--- src/inc/aesc_regs.svh ---
// Purpose: register offsets, field positions, reset values of the severity/correctable block
// Assumes: byte addresses on the plain register port, one 32-bit word per register
// Notes: definitions only
`ifndef AESC_REGS_SVH
`define AESC_REGS_SVH

// register byte offsets
`define AESC_OFS_UE_SEV 12'h10C
`define AESC_OFS_CE_STAT 12'h110
`define AESC_OFS_CE_MASK 12'h114
`define AESC_OFS_IRQ_STAT 12'h130
`define AESC_OFS_IRQ_MASK 12'h134

// uncorrectable severity field positions
`define AESC_SEV_OBSOLETE 0
`define AESC_SEV_COMP_TO 14
`define AESC_SEV_COMPL_ABORT 15

// correctable status field positions
`define AESC_CE_RX_ERR 0
`define AESC_CE_BAD_TLP 6
`define AESC_CE_BAD_DLLP 7
`define AESC_CE_ROLLOVER 8
`define AESC_CE_REPLAY_TO 12
`define AESC_CE_ADVISORY 13

// implemented bits and reset values
`define AESC_SEV_WMASK 32'h001F3031
`define AESC_SEV_RESET 32'h00062030
`define AESC_UE_EVT_MASK 32'h001F3030
`define AESC_CE_BITS 32'h000031C1
`define AESC_CE_STAT_RESET 32'h00000000
`define AESC_CE_MASK_RESET 32'h00002000

// interrupt status layout
`define AESC_IRQ_FATAL 0
`define AESC_IRQ_NONFATAL 1
`define AESC_IRQ_CORR 2
`define AESC_IRQ_BITS 32'h00000007

// smallest address width that reaches every register
`define AESC_MIN_ADDR_W 9

`endif

--- src/inc/aesc_pkg.sv ---
// Purpose: shared types of the severity/correctable block
// Assumes: nothing beyond the register header
// Notes: types only; numbers live in aesc_regs.svh
package aesc_pkg;

  // correctable events from the physical and link layers, one-cycle pulses
  typedef struct packed {
    logic advisory;
    logic replay_to;
    logic rollover;
    logic bad_dllp;
    logic bad_tlp;
    logic rx_err;
  } aesc_ce_evt_t;

  // uncorrectable report pulses towards the message generator
  typedef struct packed {
    logic fatal;
    logic nonfatal;
  } aesc_ue_rpt_t;

endpackage

--- src/core/aesc_sev_route.sv ---
// Purpose: splits unmasked uncorrectable events into fatal and non-fatal
// Assumes: events, mask and severity share the 32-bit status layout
// Notes: purely combinational; the caller registers the results
`timescale 1ns/10ps
`include "aesc_regs.svh"

module aesc_sev_route (
  // inputs
  input wire logic [31:0] ue_evt,
  input wire logic [31:0] ue_mask,
  input wire logic [31:0] sev,
  // results
  output logic [31:0] log_vec,
  output logic fatal,
  output logic nonfatal
);

  logic [31:0] live;

  // masked events are neither logged nor reported
  // obsolete bit 0 and bits 14/15 are outside the event mask: no effect
  assign live = ue_evt & ~ue_mask & `AESC_UE_EVT_MASK;
  assign log_vec = live;
  // severity bit one reports fatal, zero non-fatal
  assign fatal = |(live & sev);
  assign nonfatal = |(live & ~sev);

endmodule // aesc_sev_route

--- src/core/aesc_top.sv ---
// Purpose: uncorrectable severity and correctable status registers of a switch port
// Assumes: single clock mclk at 20 MHz; events are synchronous one-cycle pulses
// Notes: rst_n is the fundamental reset; hot_rst clears only non-sticky state
`timescale 1ns/10ps
`include "aesc_regs.svh"

// Function
// unmasked event: severity one fatal, else non-fatal
// severity sticky bits reset per documented pattern
// severity bit 0 writable, sticky, no effect
// severity bit 14 reads zero always
// severity bit 15 zero, no completer abort
// receiver error sets status bit 0
// bad transaction packet sets status bit 6
// bad link packet sets status bit 7
// replay rollover sets status bit 8
// replay timer expiry sets status bit 12
// advisory non-fatal sets status bit 13
// masked uncorrectable: no log, no report
// masked correctable unreported; advisory mask resets one
// sticky bits survive hot and link resets
// reserved bits zero; writing zero leaves status
module aesc_top #(
  parameter int ADDR_W = 12
) (
  // clock, reset, enable
  input wire logic mclk,
  input wire logic rst_n,
  input wire logic clk_en,
  input wire logic hot_rst,
  // register port
  input wire logic [ADDR_W-1:0] reg_addr,
  input wire logic [31:0] reg_wdata,
  input wire logic reg_wr,
  input wire logic reg_rd,
  output logic [31:0] reg_rdata,
  // uncorrectable events and their mask
  input wire logic [31:0] ue_evt,
  input wire logic [31:0] ue_mask,
  // correctable events
  input wire aesc_pkg::aesc_ce_evt_t ce_evt,
  // reports
  output aesc_pkg::aesc_ue_rpt_t ue_rpt,
  output logic [31:0] ue_log,
  output logic corr_rpt,
  output logic irq
);
  import aesc_pkg::*;

  if (ADDR_W < `AESC_MIN_ADDR_W || ADDR_W > 32) begin : g_chk
    $error("aesc_top: ADDR_W cannot reach the register map");
  end

  // event struct to status bit positions
  function automatic logic [31:0] ce_to_vec(input aesc_ce_evt_t e);
    logic [31:0] v;
    v = 32'h00000000;
    v[`AESC_CE_RX_ERR] = e.rx_err;
    v[`AESC_CE_BAD_TLP] = e.bad_tlp;
    v[`AESC_CE_BAD_DLLP] = e.bad_dllp;
    v[`AESC_CE_ROLLOVER] = e.rollover;
    v[`AESC_CE_REPLAY_TO] = e.replay_to;
    v[`AESC_CE_ADVISORY] = e.advisory;
    return v;
  endfunction

  // address match, offset cast to the port width (zero-extended above 12 bits, truncated below)
  function automatic logic hit(input logic [ADDR_W-1:0] a, input logic [11:0] ofs);
    return a == ADDR_W'(ofs);
  endfunction

  logic [31:0] sev;
  logic [31:0] ce_stat;
  logic [31:0] ce_mask;
  logic [31:0] irq_stat;
  logic [31:0] irq_mask;
  logic [31:0] ce_vec;
  logic [31:0] route_log;
  logic route_fatal;
  logic route_nonfatal;
  logic corr_live;
  logic wr_sev;
  logic wr_ce_stat;
  logic wr_ce_mask;
  logic wr_irq_stat;
  logic wr_irq_mask;
  logic [31:0] next_ce_stat;
  logic [31:0] next_irq_stat;
  logic [31:0] next_rdata;

  assign wr_sev = reg_wr && hit(reg_addr, `AESC_OFS_UE_SEV);
  assign wr_ce_stat = reg_wr && hit(reg_addr, `AESC_OFS_CE_STAT);
  assign wr_ce_mask = reg_wr && hit(reg_addr, `AESC_OFS_CE_MASK);
  assign wr_irq_stat = reg_wr && hit(reg_addr, `AESC_OFS_IRQ_STAT);
  assign wr_irq_mask = reg_wr && hit(reg_addr, `AESC_OFS_IRQ_MASK);

  // correctable events: each one lands on its own status bit
  assign ce_vec = ce_to_vec(ce_evt);
  // a masked correctable event still logs but is not reported
  assign corr_live = |(ce_vec & ~ce_mask);

  aesc_sev_route u_route (
    .ue_evt(ue_evt),
    .ue_mask(ue_mask),
    .sev(sev),
    .log_vec(route_log),
    .fatal(route_fatal),
    .nonfatal(route_nonfatal)
  );

  // severity: sticky, only the fundamental reset restores it
  always_ff @(posedge mclk or negedge rst_n) begin
    if (!rst_n) begin
      sev <= `AESC_SEV_RESET;
    end else if (clk_en && wr_sev) begin
      // bit 0 stays writable but drives nothing; 14, 15, reserved stay zero
      sev <= reg_wdata & `AESC_SEV_WMASK;
    end
  end

  // correctable status: hardware set wins over a same-cycle clear
  always_comb begin
    next_ce_stat = ce_stat;
    if (wr_ce_stat) begin
      // zeros in the write data leave bits alone
      next_ce_stat = next_ce_stat & ~reg_wdata;
    end
    next_ce_stat = (next_ce_stat | ce_vec) & `AESC_CE_BITS;
  end

  always_ff @(posedge mclk or negedge rst_n) begin
    if (!rst_n) begin
      ce_stat <= `AESC_CE_STAT_RESET;
    end else if (clk_en) begin
      // hot_rst deliberately not consulted: the bits are sticky
      ce_stat <= next_ce_stat;
    end
  end

  // correctable mask, sticky, advisory masked out of reset
  always_ff @(posedge mclk or negedge rst_n) begin
    if (!rst_n) begin
      ce_mask <= `AESC_CE_MASK_RESET;
    end else if (clk_en && wr_ce_mask) begin
      ce_mask <= reg_wdata & `AESC_CE_BITS;
    end
  end

  // report pulses, registered one cycle after the event
  always_ff @(posedge mclk or negedge rst_n) begin
    if (!rst_n) begin
      ue_rpt <= '0;
      ue_log <= 32'h00000000;
      corr_rpt <= 1'b0;
    end else if (clk_en) begin
      if (hot_rst) begin
        ue_rpt <= '0;
        ue_log <= 32'h00000000;
        corr_rpt <= 1'b0;
      end else begin
        ue_rpt.fatal <= route_fatal;
        ue_rpt.nonfatal <= route_nonfatal;
        ue_log <= route_log;
        corr_rpt <= corr_live;
      end
    end
  end

  // interrupt status: reports are sticky until written one, set wins over clear
  always_comb begin
    next_irq_stat = irq_stat;
    if (wr_irq_stat) begin
      next_irq_stat = next_irq_stat & ~reg_wdata;
    end
    next_irq_stat[`AESC_IRQ_FATAL] = next_irq_stat[`AESC_IRQ_FATAL] | route_fatal;
    next_irq_stat[`AESC_IRQ_NONFATAL] = next_irq_stat[`AESC_IRQ_NONFATAL] | route_nonfatal;
    next_irq_stat[`AESC_IRQ_CORR] = next_irq_stat[`AESC_IRQ_CORR] | corr_live;
    next_irq_stat = next_irq_stat & `AESC_IRQ_BITS;
  end

  // interrupt state is not sticky: any reset clears it
  always_ff @(posedge mclk or negedge rst_n) begin
    if (!rst_n) begin
      irq_stat <= 32'h00000000;
    end else if (clk_en) begin
      irq_stat <= hot_rst ? 32'h00000000 : next_irq_stat;
    end
  end

  always_ff @(posedge mclk or negedge rst_n) begin
    if (!rst_n) begin
      irq_mask <= 32'h00000000;
    end else if (clk_en) begin
      if (hot_rst) begin
        irq_mask <= 32'h00000000;
      end else if (wr_irq_mask) begin
        irq_mask <= reg_wdata & `AESC_IRQ_BITS;
      end
    end
  end

  // level output, follows the status one cycle later
  always_ff @(posedge mclk or negedge rst_n) begin
    if (!rst_n) begin
      irq <= 1'b0;
    end else if (clk_en) begin
      irq <= |(irq_stat & irq_mask);
    end
  end

  // read mux; unmapped and reserved read as zero
  always_comb begin
    next_rdata = 32'h00000000;
    if (hit(reg_addr, `AESC_OFS_UE_SEV)) begin
      next_rdata = sev;
    end else if (hit(reg_addr, `AESC_OFS_CE_STAT)) begin
      next_rdata = ce_stat;
    end else if (hit(reg_addr, `AESC_OFS_CE_MASK)) begin
      next_rdata = ce_mask;
    end else if (hit(reg_addr, `AESC_OFS_IRQ_STAT)) begin
      next_rdata = irq_stat;
    end else if (hit(reg_addr, `AESC_OFS_IRQ_MASK)) begin
      next_rdata = irq_mask;
    end
  end

  // read data stands only in the cycle after the strobe
  always_ff @(posedge mclk or negedge rst_n) begin
    if (!rst_n) begin
      reg_rdata <= 32'h00000000;
    end else if (clk_en) begin
      reg_rdata <= reg_rd ? next_rdata : 32'h00000000;
    end
  end

  // checks
  AST_UE_FATAL: assert property (@(posedge mclk) disable iff (!rst_n)
    clk_en && !hot_rst && |(ue_evt & ~ue_mask & sev & `AESC_UE_EVT_MASK)
    |=> ue_rpt.fatal)
    else $error("unmasked event with severity one not reported fatal");

  AST_UE_NONFATAL: assert property (@(posedge mclk) disable iff (!rst_n)
    clk_en && !hot_rst && !(|(ue_evt & ~ue_mask & ~sev & `AESC_UE_EVT_MASK))
    |=> !ue_rpt.nonfatal)
    else $error("non-fatal report without a severity-zero event");

  AST_UE_MASKED: assert property (@(posedge mclk) disable iff (!rst_n)
    clk_en && ((ue_evt & ~ue_mask) == 32'h00000000)
    |=> !ue_rpt.fatal && !ue_rpt.nonfatal && ue_log == 32'h00000000)
    else $error("masked uncorrectable event was logged or reported");

  AST_SEV_FIXED: assert property (@(posedge mclk) disable iff (!rst_n)
    sev[`AESC_SEV_COMP_TO] == 1'b0 && sev[`AESC_SEV_COMPL_ABORT] == 1'b0
    && (sev & ~`AESC_SEV_WMASK) == 32'h00000000)
    else $error("read-only or reserved severity bit became one");

  AST_SEV_STICKY: assert property (@(posedge mclk) disable iff (!rst_n)
    clk_en && hot_rst && !wr_sev |=> sev == $past(sev))
    else $error("severity changed across a hot reset");

  AST_CE_SET: assert property (@(posedge mclk) disable iff (!rst_n)
    clk_en && (ce_evt.rx_err || ce_evt.bad_tlp || ce_evt.bad_dllp)
    |=> (ce_stat & $past(ce_vec)) == $past(ce_vec))
    else $error("correctable event did not set its status bit");

  AST_CE_SET_HI: assert property (@(posedge mclk) disable iff (!rst_n)
    clk_en && (ce_evt.rollover || ce_evt.replay_to || ce_evt.advisory)
    |=> (ce_stat & $past(ce_vec)) == $past(ce_vec))
    else $error("link event did not set its status bit");

  AST_CE_W0_KEEP: assert property (@(posedge mclk) disable iff (!rst_n)
    clk_en && wr_ce_stat && reg_wdata == 32'h00000000
    |=> (ce_stat & $past(ce_stat)) == $past(ce_stat))
    else $error("writing zero cleared a correctable status bit");

  AST_CE_HOT: assert property (@(posedge mclk) disable iff (!rst_n)
    clk_en && hot_rst && !wr_ce_stat
    |=> (ce_stat & $past(ce_stat)) == $past(ce_stat))
    else $error("hot reset cleared correctable status");

  AST_CE_MASKED: assert property (@(posedge mclk) disable iff (!rst_n)
    clk_en && ((ce_vec & ~ce_mask) == 32'h00000000) |=> !corr_rpt)
    else $error("masked correctable event was reported");

  AST_IRQ_LEVEL: assert property (@(posedge mclk) disable iff (!rst_n)
    clk_en && !hot_rst && !wr_irq_mask
    && |({corr_live, route_nonfatal, route_fatal} & irq_mask[2:0])
    ##1 clk_en |=> irq)
    else $error("unmasked report did not raise irq");

  AST_SEV_OBSOLETE: assert property (@(posedge mclk) disable iff (!rst_n)
    clk_en && ((ue_evt & 32'hFFFFFFFE) == 32'h00000000)
    |=> !ue_rpt.fatal && !ue_rpt.nonfatal && ue_log == 32'h00000000)
    else $error("obsolete event bit produced a report or a log entry");

  AST_SEV_BIT0_RW: assert property (@(posedge mclk) disable iff (!rst_n)
    clk_en && wr_sev
    |=> sev[`AESC_SEV_OBSOLETE] == $past(reg_wdata[`AESC_SEV_OBSOLETE]))
    else $error("obsolete severity bit did not take the written value");

  AST_SEV_RD: assert property (@(posedge mclk) disable iff (!rst_n)
    clk_en && reg_rd && hit(reg_addr, `AESC_OFS_UE_SEV)
    |=> (reg_rdata & ~`AESC_SEV_WMASK) == 32'h00000000)
    else $error("read-only or reserved severity bit read as one");

  AST_CE_RD: assert property (@(posedge mclk) disable iff (!rst_n)
    clk_en && reg_rd && (hit(reg_addr, `AESC_OFS_CE_STAT) || hit(reg_addr, `AESC_OFS_CE_MASK))
    |=> (reg_rdata & ~`AESC_CE_BITS) == 32'h00000000)
    else $error("reserved correctable bit read as one");

  AST_CE_W1C: assert property (@(posedge mclk) disable iff (!rst_n)
    clk_en && wr_ce_stat && ((ce_vec & reg_wdata) == 32'h00000000)
    |=> (ce_stat & $past(reg_wdata)) == 32'h00000000)
    else $error("writing one did not clear a correctable status bit");

  AST_CE_ONLY_W1C: assert property (@(posedge mclk) disable iff (!rst_n)
    clk_en && !wr_ce_stat
    |=> (ce_stat & $past(ce_stat)) == $past(ce_stat))
    else $error("correctable status fell without a write");

  AST_CE_REPORT: assert property (@(posedge mclk) disable iff (!rst_n)
    clk_en && !hot_rst && ((ce_vec & ~ce_mask) != 32'h00000000)
    |=> corr_rpt)
    else $error("unmasked correctable event was not reported");

  // register port, clock enable and interrupt level
  AST_RDATA_IDLE: assert property (@(posedge mclk) disable iff (!rst_n)
    clk_en && !reg_rd
    |=> reg_rdata == 32'h00000000)
    else $error("read data stood outside the read cycle");

  AST_IRQ_LOW: assert property (@(posedge mclk) disable iff (!rst_n)
    clk_en && ((irq_stat & irq_mask) == 32'h00000000)
    |=> !irq)
    else $error("irq high with no unmasked status bit");

  AST_FROZEN: assert property (@(posedge mclk) disable iff (!rst_n)
    !clk_en
    |=> $stable(sev) && $stable(ce_stat) && $stable(ce_mask) && $stable(irq_stat)
    && $stable(reg_rdata) && $stable(irq))
    else $error("state changed while the clock enable was low");

endmodule // aesc_top

--- config.mk ---
export PLATFORM = sky130hd
export DESIGN_NAME = aesc_top
export DESIGN_NICKNAME = d
export VERILOG_FILES = /design/src/inc/aesc_pkg.sv /design/src/core/aesc_sev_route.sv /design/src/core/aesc_top.sv
export VERILOG_INCLUDE_DIRS = /design/src /design/src/inc
export SDC_FILE = /design/constraint.sdc
export NUM_CORES = 1
export LEC_CHECK = 0
export BUFFER_PORTS_ARGS = -buffer_cell sky130_fd_sc_hd__buf_2
export CAP_MARGIN = 20
export CORE_ASPECT_RATIO = 0.6
export CORE_MARGIN = 3
export CORE_UTILIZATION = 43
export DETAILED_ROUTE_END_ITERATION = 16
export PLACE_DENSITY = 0.84
export SYNTH_ARGS = -nofsm -noshare
export SYNTH_HDL_FRONTEND = slang
export SYNTH_SLANG_ARGS = --single-unit
--- constraint.sdc ---
create_clock -name mclk -period 1.7 [get_ports mclk]
set_clock_uncertainty 0.2 [all_clocks]
set_input_delay 0.34 -clock mclk [delete_from_list [all_inputs] [get_ports mclk]]
set_output_delay 0.34 -clock mclk [all_outputs]
set_load 0.05 [all_outputs]
==> results of run 1 <==
-- worst max path at each step --
stage	from	end
floorplan	reg_addr[11]	sev[0]$_DFFE_PN0P_
global placement	reg_addr[11]	sev[16]$_DFFE_PN0P_
detailed placement	reg_addr[11]	sev[20]$_DFFE_PN0P_
CTS	reg_addr[0]	sev[0]$_DFFE_PN0P_
global route	reg_addr[10]	irq_stat[1]$_DFFE_PN0P_
finish	reg_addr[0]	sev[16]$_DFFE_PN0P_
-- metrics by stage --
stage	TNS [ps]	total power, mW	hold WS [ps]	cell area [um2]	setup WS [ps]
floorplan	-17260	1.83	-156	3180	-594
global placement	-20580	1.95	69.1	3550	-633
detailed placement	-21240	1.96	67.9	3550	-657
CTS	-7450	3.00	84.3	3820	-294
global route	-10080	3.11	82.1	3860	-319
finish	-8910	3.00	85.9	3860	-303
-- routing by layer --
| metal | track usage | wire length (um) | vias up |
|---|---|---|---|
| met5 | 0 | 0 | - |
| met4 | 0.0600 | 129 | 0 |
| met3 | 0.0479 | 653 | 12 |
| met2 | 0.293 | 3610 | 109 |
| met1 | 0.293 | 3800 | 1200 |
| li1 | - | - | 1131 |
-- worst max-delay path, cell delays in order --
cell and delay [ps]:
buf_6 90, or4_4 580, or4_4 640, mux2_4 320
-- logic make-up (layout without fill, tap and decap cells) --
logic type	count (synthesis)	count (layout)	synth area share
AO/OA/AOI/OAI	58	58	0.161
buffers and inverters	66	137	0.137
flip-flops	56	56	0.470
multiplexers	23	23	0.0965
other	1	40	0.00125
AND/OR/NAND/NOR	66	68	0.134
-- cells in the final DEF, fill, tap and decap left out, drive strengths merged, types with 2 or more instances in the layout --
cell type and count:
or4 5, nand3b 9, dfrtp 50, buf 111, a32o 9, o21bai 2, o22a 2, nor2 6
nand4 2, clkbuf 5, o2bb2ai 7, a22oi 2, nor4 4, mux2i 6, mux2 17, inv 18
a32oi 2, a21oi 2, and3 2, nand2b 7, dfstp 6, a22o 15, nand2 15, nor3b 7
a21o 4, nor3 3, o21ai 5, conb 40
-- state kept, by name, summed over array words and instances, names as in the netlist --
signal	count
ue_log	9
reg_rdata	15
irq_stat	3
ue_rpt	2
ce_mask	6
irq_mask	3
irq	1
ce_stat	6
corr_rpt	1
sev	10
-- power by group through the flow --
stage	logic, mW	clock network [mW]	registers (mW)
after floorplan	0.369	0	1.46
after global placement	0.555	0	1.40
after detailed placement	0.563	0	1.40
after CTS	0.579	1.05	1.37
after global routing	0.623	1.11	1.38
final	0.589	1.03	1.37
-- repair_timing --
item                                    in CTS  in global routing
gates cloned                                 2                  0
setup buffers                                3                  0
hold buffers                                 1                  0
endpoints found under the setup margin      41                 43
pin swaps                                   13                  4
endpoints found under the hold margin       12                  0
gates resized for setup                     17                  8
-- final cells by class --
type	count	area (um2)
clock buffers	5	125
clock inverters	3	21.3
fillers	530	2560
inverters	17	63.8
multi-input cells	189	1450
flip-flops and latches	56	1410
well taps	84	105
repair buffers	112	686
==> Flow_metrics.wiki, run 1 <==
{| class="wikitable"
! Metric !! Value
|-
| Outcome || finished, violations left
|-
| Violated checks || setup timing
|-
| Crit. End Element || flip-flop
|-
| Most frequent cell after synthesis || dfrtp_1
|-
| Headroom to the max-slew limit || 0.547
|-
| Clock tree from TritonCTS || built
|-
| Mapped cell area || 3000 um2
|-
| WS Path Type || primary input to flip-flop
|-
| Switch share || 0.311
|-
| Clock transition time at the flip-flop clock pins of the worst setup and hold paths || 70 ps
|-
| Count of synthesis-stage warnings from yosys || 0
|-
| Antenna-violating nets left || 0
|-
| Internal Power || 2.06 mW
|-
| Width of the die || 114 um
|-
| I/O pin count || 188
|-
| Residual overflow from global routing || 0
|-
| Iteration-0 DRC count of the detailed router || 244
|-
| Hold Fails Final Rpt || 0
|-
| Fin. max-slew vios || 0
|-
| Number of antenna cells inserted || 0
|-
| Sw power || 0.933 mW
|-
| Slew at the pin closest to its max-slew limit || 678 ps
|-
| Port buffer count || 84
|-
| Post-synthesis sequential area ratio || 0.470
|-
| Count of final setup violators || 43
|-
| RD Place Congestion || 0.872
|-
| Core Util, Final || 0.601
|-
| Via count || 2,452
|-
| Worst supply voltage drop on vdd || 0.000483 V
|-
| Top post-synthesis cells by area || dfrtp_1 (42%), buf_4 (10%), dfstp_2 (5.3%), mux2_4 (5.0%), a22o_1 (4.4%)
|-
| Average wire per standard cell || 17.6 um
|-
| Register-to-register path setup slack || 60 ps
|-
| Overall Global Routing Usage || 0.200
|-
| Full die area || 8040 um2
|-
| Syn Inst Count || 270
|-
| Flop pwr share || 0.458
|-
| Part of the total power dissipated in the clock network || 0.345
|-
| Die Y || 70.7 um
|-
| Number of antenna violations at the first check in global routing || 0
|-
| Post-Place Cells || 453
|-
| Residual DRC || 0
|-
| Top flip-flop cell by instance count after synthesis || dfrtp_1
|-
| Worst hold path startpoint || reg_wdata[2]
|-
| Portion of synthesized cell area occupied by the leading cell type || 0.418
|-
| CP Data Arrival Time || 1980 ps
|-
| Largest fanout on the critical path || 5
|-
| Clock Root Buffer || clkbuf_16
|-
| Pre-antenna DRT Iters || 4
|-
| Maximum number of pins on one net before global-route repair || 26
|-
| Max-capacitance violation count || 0
|-
| Min Tclk post-route || 2000 ps
|-
| Standby leakage power || 1.98 nW
|-
| Hold Path Stages || 2
|-
| Post-synth EDFFs || 0
|-
| Largest area contributor in the netlist || dfrtp_1
|-
| Clk buf depth || 2
|-
| Setup repair after global routing missed its margin || yes
|-
| Power density cells || 777 nW/um2
|-
| Required @ worst endpoint || 1680 ps
|-
| H-tree lvl count || 2
|-
| Worst min-delay path category || primary input to flip-flop
|-
| Proportion of layout cells with a drive suffix above 1 || 0.427
|-
| Most frequent cells after synthesis || dfrtp_1 (50), buf_4 (40), inv_1 (16)
|-
| Hold Path Sink || irq_mask[2]$_DFFE_PN0P_
|-
| Starting Density || 0.467
|-
| Routed Wire Length || 8190 um
|-
| Net count of the finished layout || 501
|-
| Achievable Freq || 0.499 GHz
|-
| Tcrit/Tclk final || 1.18
|-
| Fin cells || 466
|-
| Final setup slack of the worst path || -303 ps
|-
| Core area || 6410 um2
|-
| Total half-perimeter wirelength after legalization and detailed placement || 6080 um
|-
| Synthesis-to-layout area growth || 28.8%
|-
| Reg2reg path depth || 4
|-
| Share of power burned in combinational logic || 0.197
|-
| Post-Synthesis Mean Instance Area || 11.1 um2
|-
| Launching point of the worst reg2reg path || ce_mask[0]$_DFFE_PN0P_
|-
| Rows || 22
|-
| Insertion delay to the later sink of the worst-skew pair || 290 ps
|-
| Count of state elements after synthesis || 56
|-
| Async set or reset register ratio after synthesis || 1.00
|-
| Number of distinct library cells after synthesis || 52
|-
| Vias in the first global route || 2,397
|-
| First-pass GRT wire length || 12,800 um
|-
| Number of buffers created by CTS || 5
|-
| Critical register-to-register path endpoint || reg_rdata[0]$_DFFE_PN0P_
|-
| Clock sinks || 56
|-
| Avg Vias per Cell || 5.26
|-
| Kind of start point of the critical path || primary input
|}
Note: power is estimated with default switching activity, not from simulation.
==> run 2: changes to the inputs <==
--- a/config.mk
+++ b/config.mk
@@ -8,11 +8,14 @@
 export LEC_CHECK = 0
 export BUFFER_PORTS_ARGS = -buffer_cell sky130_fd_sc_hd__buf_2
 export CAP_MARGIN = 20
+export CELL_PAD_IN_SITES_DETAIL_PLACEMENT = 1
+export CELL_PAD_IN_SITES_GLOBAL_PLACEMENT = 2
 export CORE_ASPECT_RATIO = 0.6
 export CORE_MARGIN = 3
-export CORE_UTILIZATION = 43
+export CORE_UTILIZATION = 24
 export DETAILED_ROUTE_END_ITERATION = 16
-export PLACE_DENSITY = 0.84
+export PLACE_DENSITY = 0.83
 export SYNTH_ARGS = -nofsm -noshare
 export SYNTH_HDL_FRONTEND = slang
 export SYNTH_SLANG_ARGS = --single-unit
+export TNS_END_PERCENT = 10
==> run 2 against run 1 <==
The flow still finishes with violations (setup timing). Sequential cell count stayed put. Non-clock buffer count is 4 higher. Fmax is 2.9% lower. Hold slack worse by 10 ps. Worst setup slack worse by 60 ps.
==> Flow_metrics.wiki, run 2 (synthesis results as in run 1) <==
{| class="wikitable"
! Metric !! Value
|-
| Outcome || finished, violations left
|-
| Violated checks || setup timing
|-
| Via count || 2,465 (+0.53%)
|-
| Worst setup path endpoint || sev[16]$_DFFE_PN0P_
|-
| Tcrit/Tclk final || 1.21 (+0.0352)
|-
| Final setup slack of the worst path || -362 ps (-59.8 ps)
|-
| Largest Register || reg_rdata
|-
| Vias in the first global route || 2,690 (+12%)
|-
| Worst supply voltage drop on vdd || 0.000392 V (-19%)
|-
| Met1 wire length || 4600 um (+21%)
|-
| Worst Setup Slack post-DPL || -680 ps (-22.2 ps)
|-
| Launching point of the worst reg2reg path || ce_mask[0]$_DFFE_PN0P_
|-
| Clock transition time at the flip-flop clock pins of the worst setup and hold paths || 80 ps (about the same)
|-
| I/O pin count || 188 (unchanged)
|-
| Max-capacitance violation count || 0 (unchanged)
|-
| Clock sinks || 56 (unchanged)
|-
| Met2 layer wire length in the routed design || 4460 um (+24%)
|-
| H-tree lvl count || 2 (unchanged)
|-
| Uppermost signal routing layer after detailed routing || met4
|-
| Standby leakage power || 2.02 nW (+2.2%)
|-
| Register-to-register path setup slack || 50 ps (about the same)
|-
| Number of flip-flops under the largest register name || 15 (unchanged)
|-
| Synthesis-to-layout area growth || 32.4%
|-
| Crit path launch || reg_addr[9]
|-
| Area used by sequential logic in the layout || 1410 um2 (unchanged)
|-
| Routed Wire Length || 9680 um (+18%)
|-
| Count of final setup violators || 43 (unchanged)
|-
| Starting Density || 0.255 (-0.212)
|-
| Iteration-0 DRC count of the detailed router || 133 (-45%)
|-
| Number of buffers created by CTS || 5 (unchanged)
|-
| Kind of start point of the critical path || primary input
|-
| Proportion of layout cells with a drive suffix above 1 || 0.405 (-0.0215)
|-
| Achievable Freq || 0.485 GHz (-2.9%)
|-
| CP Data Arrival Time || 2040 ps (+60 ps)
|-
| First-pass GRT wire length || 14,800 um (+16%)
|-
| Core area || 11,700 um2 (+83%)
|-
| Number of antenna cells inserted || 0 (unchanged)
|-
| Width of the die || 150 um (+32%)
|-
| Worst min-delay path category || primary input to flip-flop
|-
| Hold Path Stages || 2 (unchanged)
|-
| Residual DRC || 0 (unchanged)
|-
| Clk buf depth || 2 (unchanged)
|-
| Clock Root Buffer || clkbuf_16
|-
| Total half-perimeter wirelength after legalization and detailed placement || 7390 um (+22%)
|-
| Fin. max-slew vios || 0 (unchanged)
|-
| Reg2reg path depth || 4 (unchanged)
|-
| Min Tclk post-route || 2060 ps (+59.8 ps)
|-
| Number of antenna violations at the first check in global routing || 0 (unchanged)
|-
| Port buffer count || 84 (unchanged)
|-
| WS Path Type || primary input to flip-flop
|-
| Required @ worst endpoint || 1680 ps (about the same)
|-
| Largest registers || reg_rdata: 15 flops, sev: 10 flops, ue_log: 9 flops
|-
| Power density cells || 794 nW/um2 (+2.3%)
|-
| Die Y || 92.5 um (+31%)
|-
| Avg Vias per Cell || 4.52 (-14%)
|-
| Insertion delay to the later sink of the worst-skew pair || 300 ps (about the same)
|-
| Maximum number of pins on one net before global-route repair || 57 (+120%)
|-
| Pre-antenna DRT Iters || 4 (unchanged)
|-
| Summed negative setup slack over all endpoints || -9810 ps (-894 ps)
|-
| Number of fill cells in the layout || 1,345 (+150%)
|-
| Crit. End Element || flip-flop
|-
| Most common cell after layout, fill and taps aside || buf_2
|-
| Net count of the finished layout || 504 (+0.60%)
|-
| Total length of routed met3 wires || 542 um (-17%)
|-
| Most frequent cells in the layout || buf_2 (81), dfrtp_1 (50), conb_1 (40), buf_4 (27)
|-
| Average wire per standard cell || 17.8 um (+1.0%)
|-
| Largest fanout on the critical path || 8 (+3)
|-
| Rows || 30 (+36%)
|-
| Overall Global Routing Usage || 0.135 (-0.0644)
|-
| Clock tree from TritonCTS || built
|-
| Hold Fails Final Rpt || 0 (unchanged)
|-
| Critical register-to-register path endpoint || reg_rdata[0]$_DFFE_PN0P_
|-
| Residual overflow from global routing || 0 (unchanged)
|-
| RD Place Congestion || 0.807 (-7.5%)
|-
| Setup repair after global routing missed its margin || yes
|-
| Full die area || 13,900 um2 (+73%)
|-
| Combined area of the multi-input logic cells || 1400 um2 (-3.1%)
|-
| Antenna-violating nets left || 0 (unchanged)
|}
==> run 2: worst min-delay path by stage <==
stage,slack (ps),to,from
3_3_place_gp,150,reg_rdata[7]$_DFFE_PN0P_,rst_n
2_1_floorplan,-160,ce_mask[0]$_DFFE_PN0P_,rst_n
3_5_place_dp,160,reg_rdata[7]$_DFFE_PN0P_,rst_n
4_1_cts,80,irq_mask[1]$_DFFE_PN0P_,reg_wdata[1]
5_1_grt,80,irq_mask[2]$_DFFE_PN0P_,reg_wdata[2]
6_report,80,sev[19]$_DFFE_PN0P_,reg_wdata[19]
==> run 2: timing repair <==
action	4_1_cts	5_1_grt
hold endpoints to repair	50	0
endpoints found under the setup margin	43	43
gates cloned	1	0
resized for setup	2	14
hold buffers	1	0
pin swaps	5	5
buffers inserted	1	2
==> run 2: layer usage <==
metal | vias up | track usage
met2 | 67 | 0.215
li1 | 1137 | -
met4 | 0 | 0.0190
met1 | 1252 | 0.187
met3 | 9 | 0.0386
met5 | - | 0
==> run 2: through the flow <==
step	std cells	power, mW	area (um2)	hold slack [ps]	util
4_1_cts	543	3.18	3880	75.4	0.330
3_5_place_dp	532	1.97	3680	163	0.313
3_3_place_gp	532	1.96	3680	154	0.313
6_report	545	3.15	3970	75.8	0.338
2_1_floorplan	309	1.83	3170	-156	-
5_1_grt	545	3.29	3970	78.9	0.338
==> run 2: cell type report <==
cell class / count / area share
Clock buffer: 6 / 0.0325
Clock inverter: 2 / 0.00978
Inverter: 17 / 0.0161
Multi-Input combinational cell: 188 / 0.354
Sequential cell: 56 / 0.355
Tap cell: 160 / 0.0505
Timing Repair Buffer: 116 / 0.182
==> run 2: where the power goes <==
group / total (mW) / switching (mW) / internal, mW
sequential: 1.37 / 0.0165 / 1.36
clock: 1.19 / 0.483 / 0.702
combinational: 0.592 / 0.438 / 0.153
==> run 2: critical path, stage by stage <==
cell,delay [ps]
buf_6,90
or4b_4,610
or4_4,670
mux2_4,330
==> run 3: changes to the inputs <==
--- a/config.mk
+++ b/config.mk
@@ -18,4 +18,3 @@
 export SYNTH_ARGS = -nofsm -noshare
 export SYNTH_HDL_FRONTEND = slang
 export SYNTH_SLANG_ARGS = --single-unit
-export TNS_END_PERCENT = 10
==> run 3 against run 2 <==
The flow still finishes with violations (setup timing). Clock-buffer cell count is the same. Register-to-register slack worse by 40 ps. Wire length rose by 2.2%. Sequential share of layout area down 0.70 points. Hold slack gained 4.9 ps. Fmax is 1.7% higher. Non-clock buffer count up 4. Largest power group unchanged.
==> Flow_metrics.wiki, run 3 (synthesis results as in run 1) <==
{| class="wikitable"
! Metric !! Value
|-
| Insertion delay to the later sink of the worst-skew pair || 300 ps (about the same)
|-
| Most frequent cells in the layout || buf_2 (81), dfrtp_1 (50), conb_1 (40), buf_4 (29), inv_1 (16)
|-
| Post-Place Cells || 536 (+0.75%)
|-
| Clk buf depth || 2 (unchanged)
|-
| Number of antenna violations at the first check in global routing || 0 (unchanged)
|-
| Min Tclk post-route || 2030 ps (-34.8 ps)
|-
| Residual DRC || 0 (unchanged)
|-
| Net count of the finished layout || 509 (+0.99%)
|-
| CP Data Arrival Time || 2010 ps (-30 ps)
|-
| Crit. End Element || flip-flop
|-
| Violated checks || setup timing
|-
| Rows || 30 (unchanged)
|-
| Port buffer count || 84 (unchanged)
|-
| Fin. max-slew vios || 0 (unchanged)
|-
| Largest registers || reg_rdata: 15 flops, sev: 10 flops, ue_log: 9 flops
|-
| Pre-antenna DRT Iters || 4 (unchanged)
|-
| Clock sinks || 56 (unchanged)
|-
| First-pass GRT wire length || 15,400 um (+3.9%)
|-
| Final instance area || 4050 um2 (+2.0%)
|-
| Proportion of layout cells with a drive suffix above 1 || 0.433 (+0.0281)
|-
| Slew at the pin closest to its max-slew limit || 530 ps
|-
| Hold Slack || 80.8 ps (+4.93 ps)
|-
| Clock transition time at the flip-flop clock pins of the worst setup and hold paths || 70 ps (about the same)
|-
| Clock Root Buffer || clkbuf_16
|-
| Overall Global Routing Usage || 0.142 (+0.00688)
|-
| Clock tree from TritonCTS || built
|-
| Starting Density || 0.255 (unchanged)
|-
| Kind of start point of the critical path || primary input
|-
| Core area || 11,700 um2 (unchanged)
|-
| Total half-perimeter wirelength after legalization and detailed placement || 7680 um (+3.8%)
|-
| Fin cells || 550 (+0.92%)
|-
| Number of antenna cells inserted || 0 (unchanged)
|-
| Worst min-delay path category || primary input to flip-flop
|-
| Tcrit/Tclk final || 1.19 (-0.0204)
|-
| Summed negative setup slack over all endpoints || -9790 ps (+19.1 ps)
|-
| Achievable Freq || 0.493 GHz (+1.7%)
|-
| Count of final setup violators || 41 (-4.7%)
|-
| Via count || 2,458 (-0.28%)
|-
| Instance area at placement || 3700 um2 (+0.61%)
|-
| WS Path Type || primary input to flip-flop
|-
| Average wire per standard cell || 18.0 um (+1.3%)
|-
| Number of flip-flops under the largest register name || 15 (unchanged)
|-
| Synthesis-to-layout area growth || 35.1%
|-
| Outcome || finished, violations left
|-
| Maximum number of pins on one net before global-route repair || 21 (-63%)
|-
| Power density cells || 786 nW/um2 (-1.1%)
|-
| Headroom to the max-slew limit || 0.647
|-
| Full die area || 13,900 um2 (unchanged)
|-
| Antenna-violating nets left || 0 (unchanged)
|-
| Iteration-0 DRC count of the detailed router || 149 (+12%)
|-
| Residual overflow from global routing || 0 (unchanged)
|-
| Avg Vias per Cell || 4.47 (-1.2%)
|-
| Setup repair after global routing missed its margin || yes
|-
| Required @ worst endpoint || 1680 ps (about the same)
|-
| Hold Fails Final Rpt || 0 (unchanged)
|-
| Largest fanout on the critical path || 5 (-3)
|-
| Number of buffers created by CTS || 5 (unchanged)
|-
| I/O pin count || 188 (unchanged)
|-
| Most common cell after layout, fill and taps aside || buf_2
|-
| Max-capacitance violation count || 0 (unchanged)
|-
| Standby leakage power || 2.06 nW (+1.5%)
|-
| Total power || 3.18 mW (+0.91%)
|-
| RD Place Congestion || 0.843 (+4.5%)
|-
| Vias in the first global route || 2,729 (+1.4%)
|-
| Worst supply voltage drop on vdd || 0.000386 V (-1.5%)
|-
| Largest Register || reg_rdata
|-
| H-tree lvl count || 2 (unchanged)
|-
| Die Y || 92.5 um (unchanged)
|-
| Width of the die || 150 um (unchanged)
|-
| Final setup slack of the worst path || -328 ps (+34.8 ps)
|-
| Routed Wire Length || 9890 um (+2.2%)
|}
==> run 3: layout make-up <==
class                      instances  area [um2]
clock buffer                       6         129
clock inverter                     2        38.8
fill                            1336        7700
inverter                          17        63.8
multi-input combinational        189        1450
sequential                        56        1410
tap                              160         200
timing repair buffer             120         761
==> run 3: repair_timing <==
item                                   CTS  global route
endpoints found under the hold margin   11             0
setup endpoints to repair               43            44
gates resized for setup                 14             7
hold buffers                             1             0
setup buffers                            2             1
pin swaps                               10            10
gates cloned                             2             0
==> run 3: per-layer routing <==
metal	part of all wire	GRT usage	up-vias
met5	0	0	-
met1	0.47	0.201	1248
met2	0.47	0.219	60
li1	-	-	1146
met4	0.0027	0.0205	0
met3	0.060	0.0425	4
==> run 3: path summary, 6_finish.rpt <==
| check | start | endpoint | slack, ps | cells after the start |
|---|---|---|---|---|
| hold reg to reg | ue_rpt[0]$_DFFE_PN0P_ | ue_rpt[0]$_DFFE_PN0P_ | 290 | 1 |
| setup / recovery | reg_addr[9] | sev[16]$_DFFE_PN0P_ | -330 | 4 |
| max in group asynchronous | rst_n | sev[17]$_DFFE_PN1P_ | 400 | 3 |
| setup reg to reg | sev[5]$_DFFE_PN1P_ | irq_stat[1]$_DFFE_PN0P_ | 10 | 4 |
| hold / removal | reg_wdata[19] | sev[19]$_DFFE_PN0P_ | 80 | 2 |
| min in group asynchronous | rst_n | reg_rdata[8]$_DFFE_PN0P_ | 350 | 2 |
==> run 3: critical path, stage by stage <==
cell and delay (ps):
buf_6 90, or4b_4 580, or4_4 660, mux2_4 330
==> run 3: where the power goes <==
part / total [mW] / switching (mW) / leakage (nW) / internal (mW)
clock network: 1.19 / 0.490 / 0.0815 / 0.702
registers: 1.37 / 0.0155 / 0.715 / 1.36
logic: 0.615 / 0.449 / 1.26 / 0.165
==> run 3: stage by stage <==
step / util / setup WS, ps
after floorplan: - / -594
after global placement: 0.315 / -647
after global routing: 0.344 / -337
final: 0.344 / -328
after CTS: 0.341 / -339
after detailed placement: 0.315 / -676
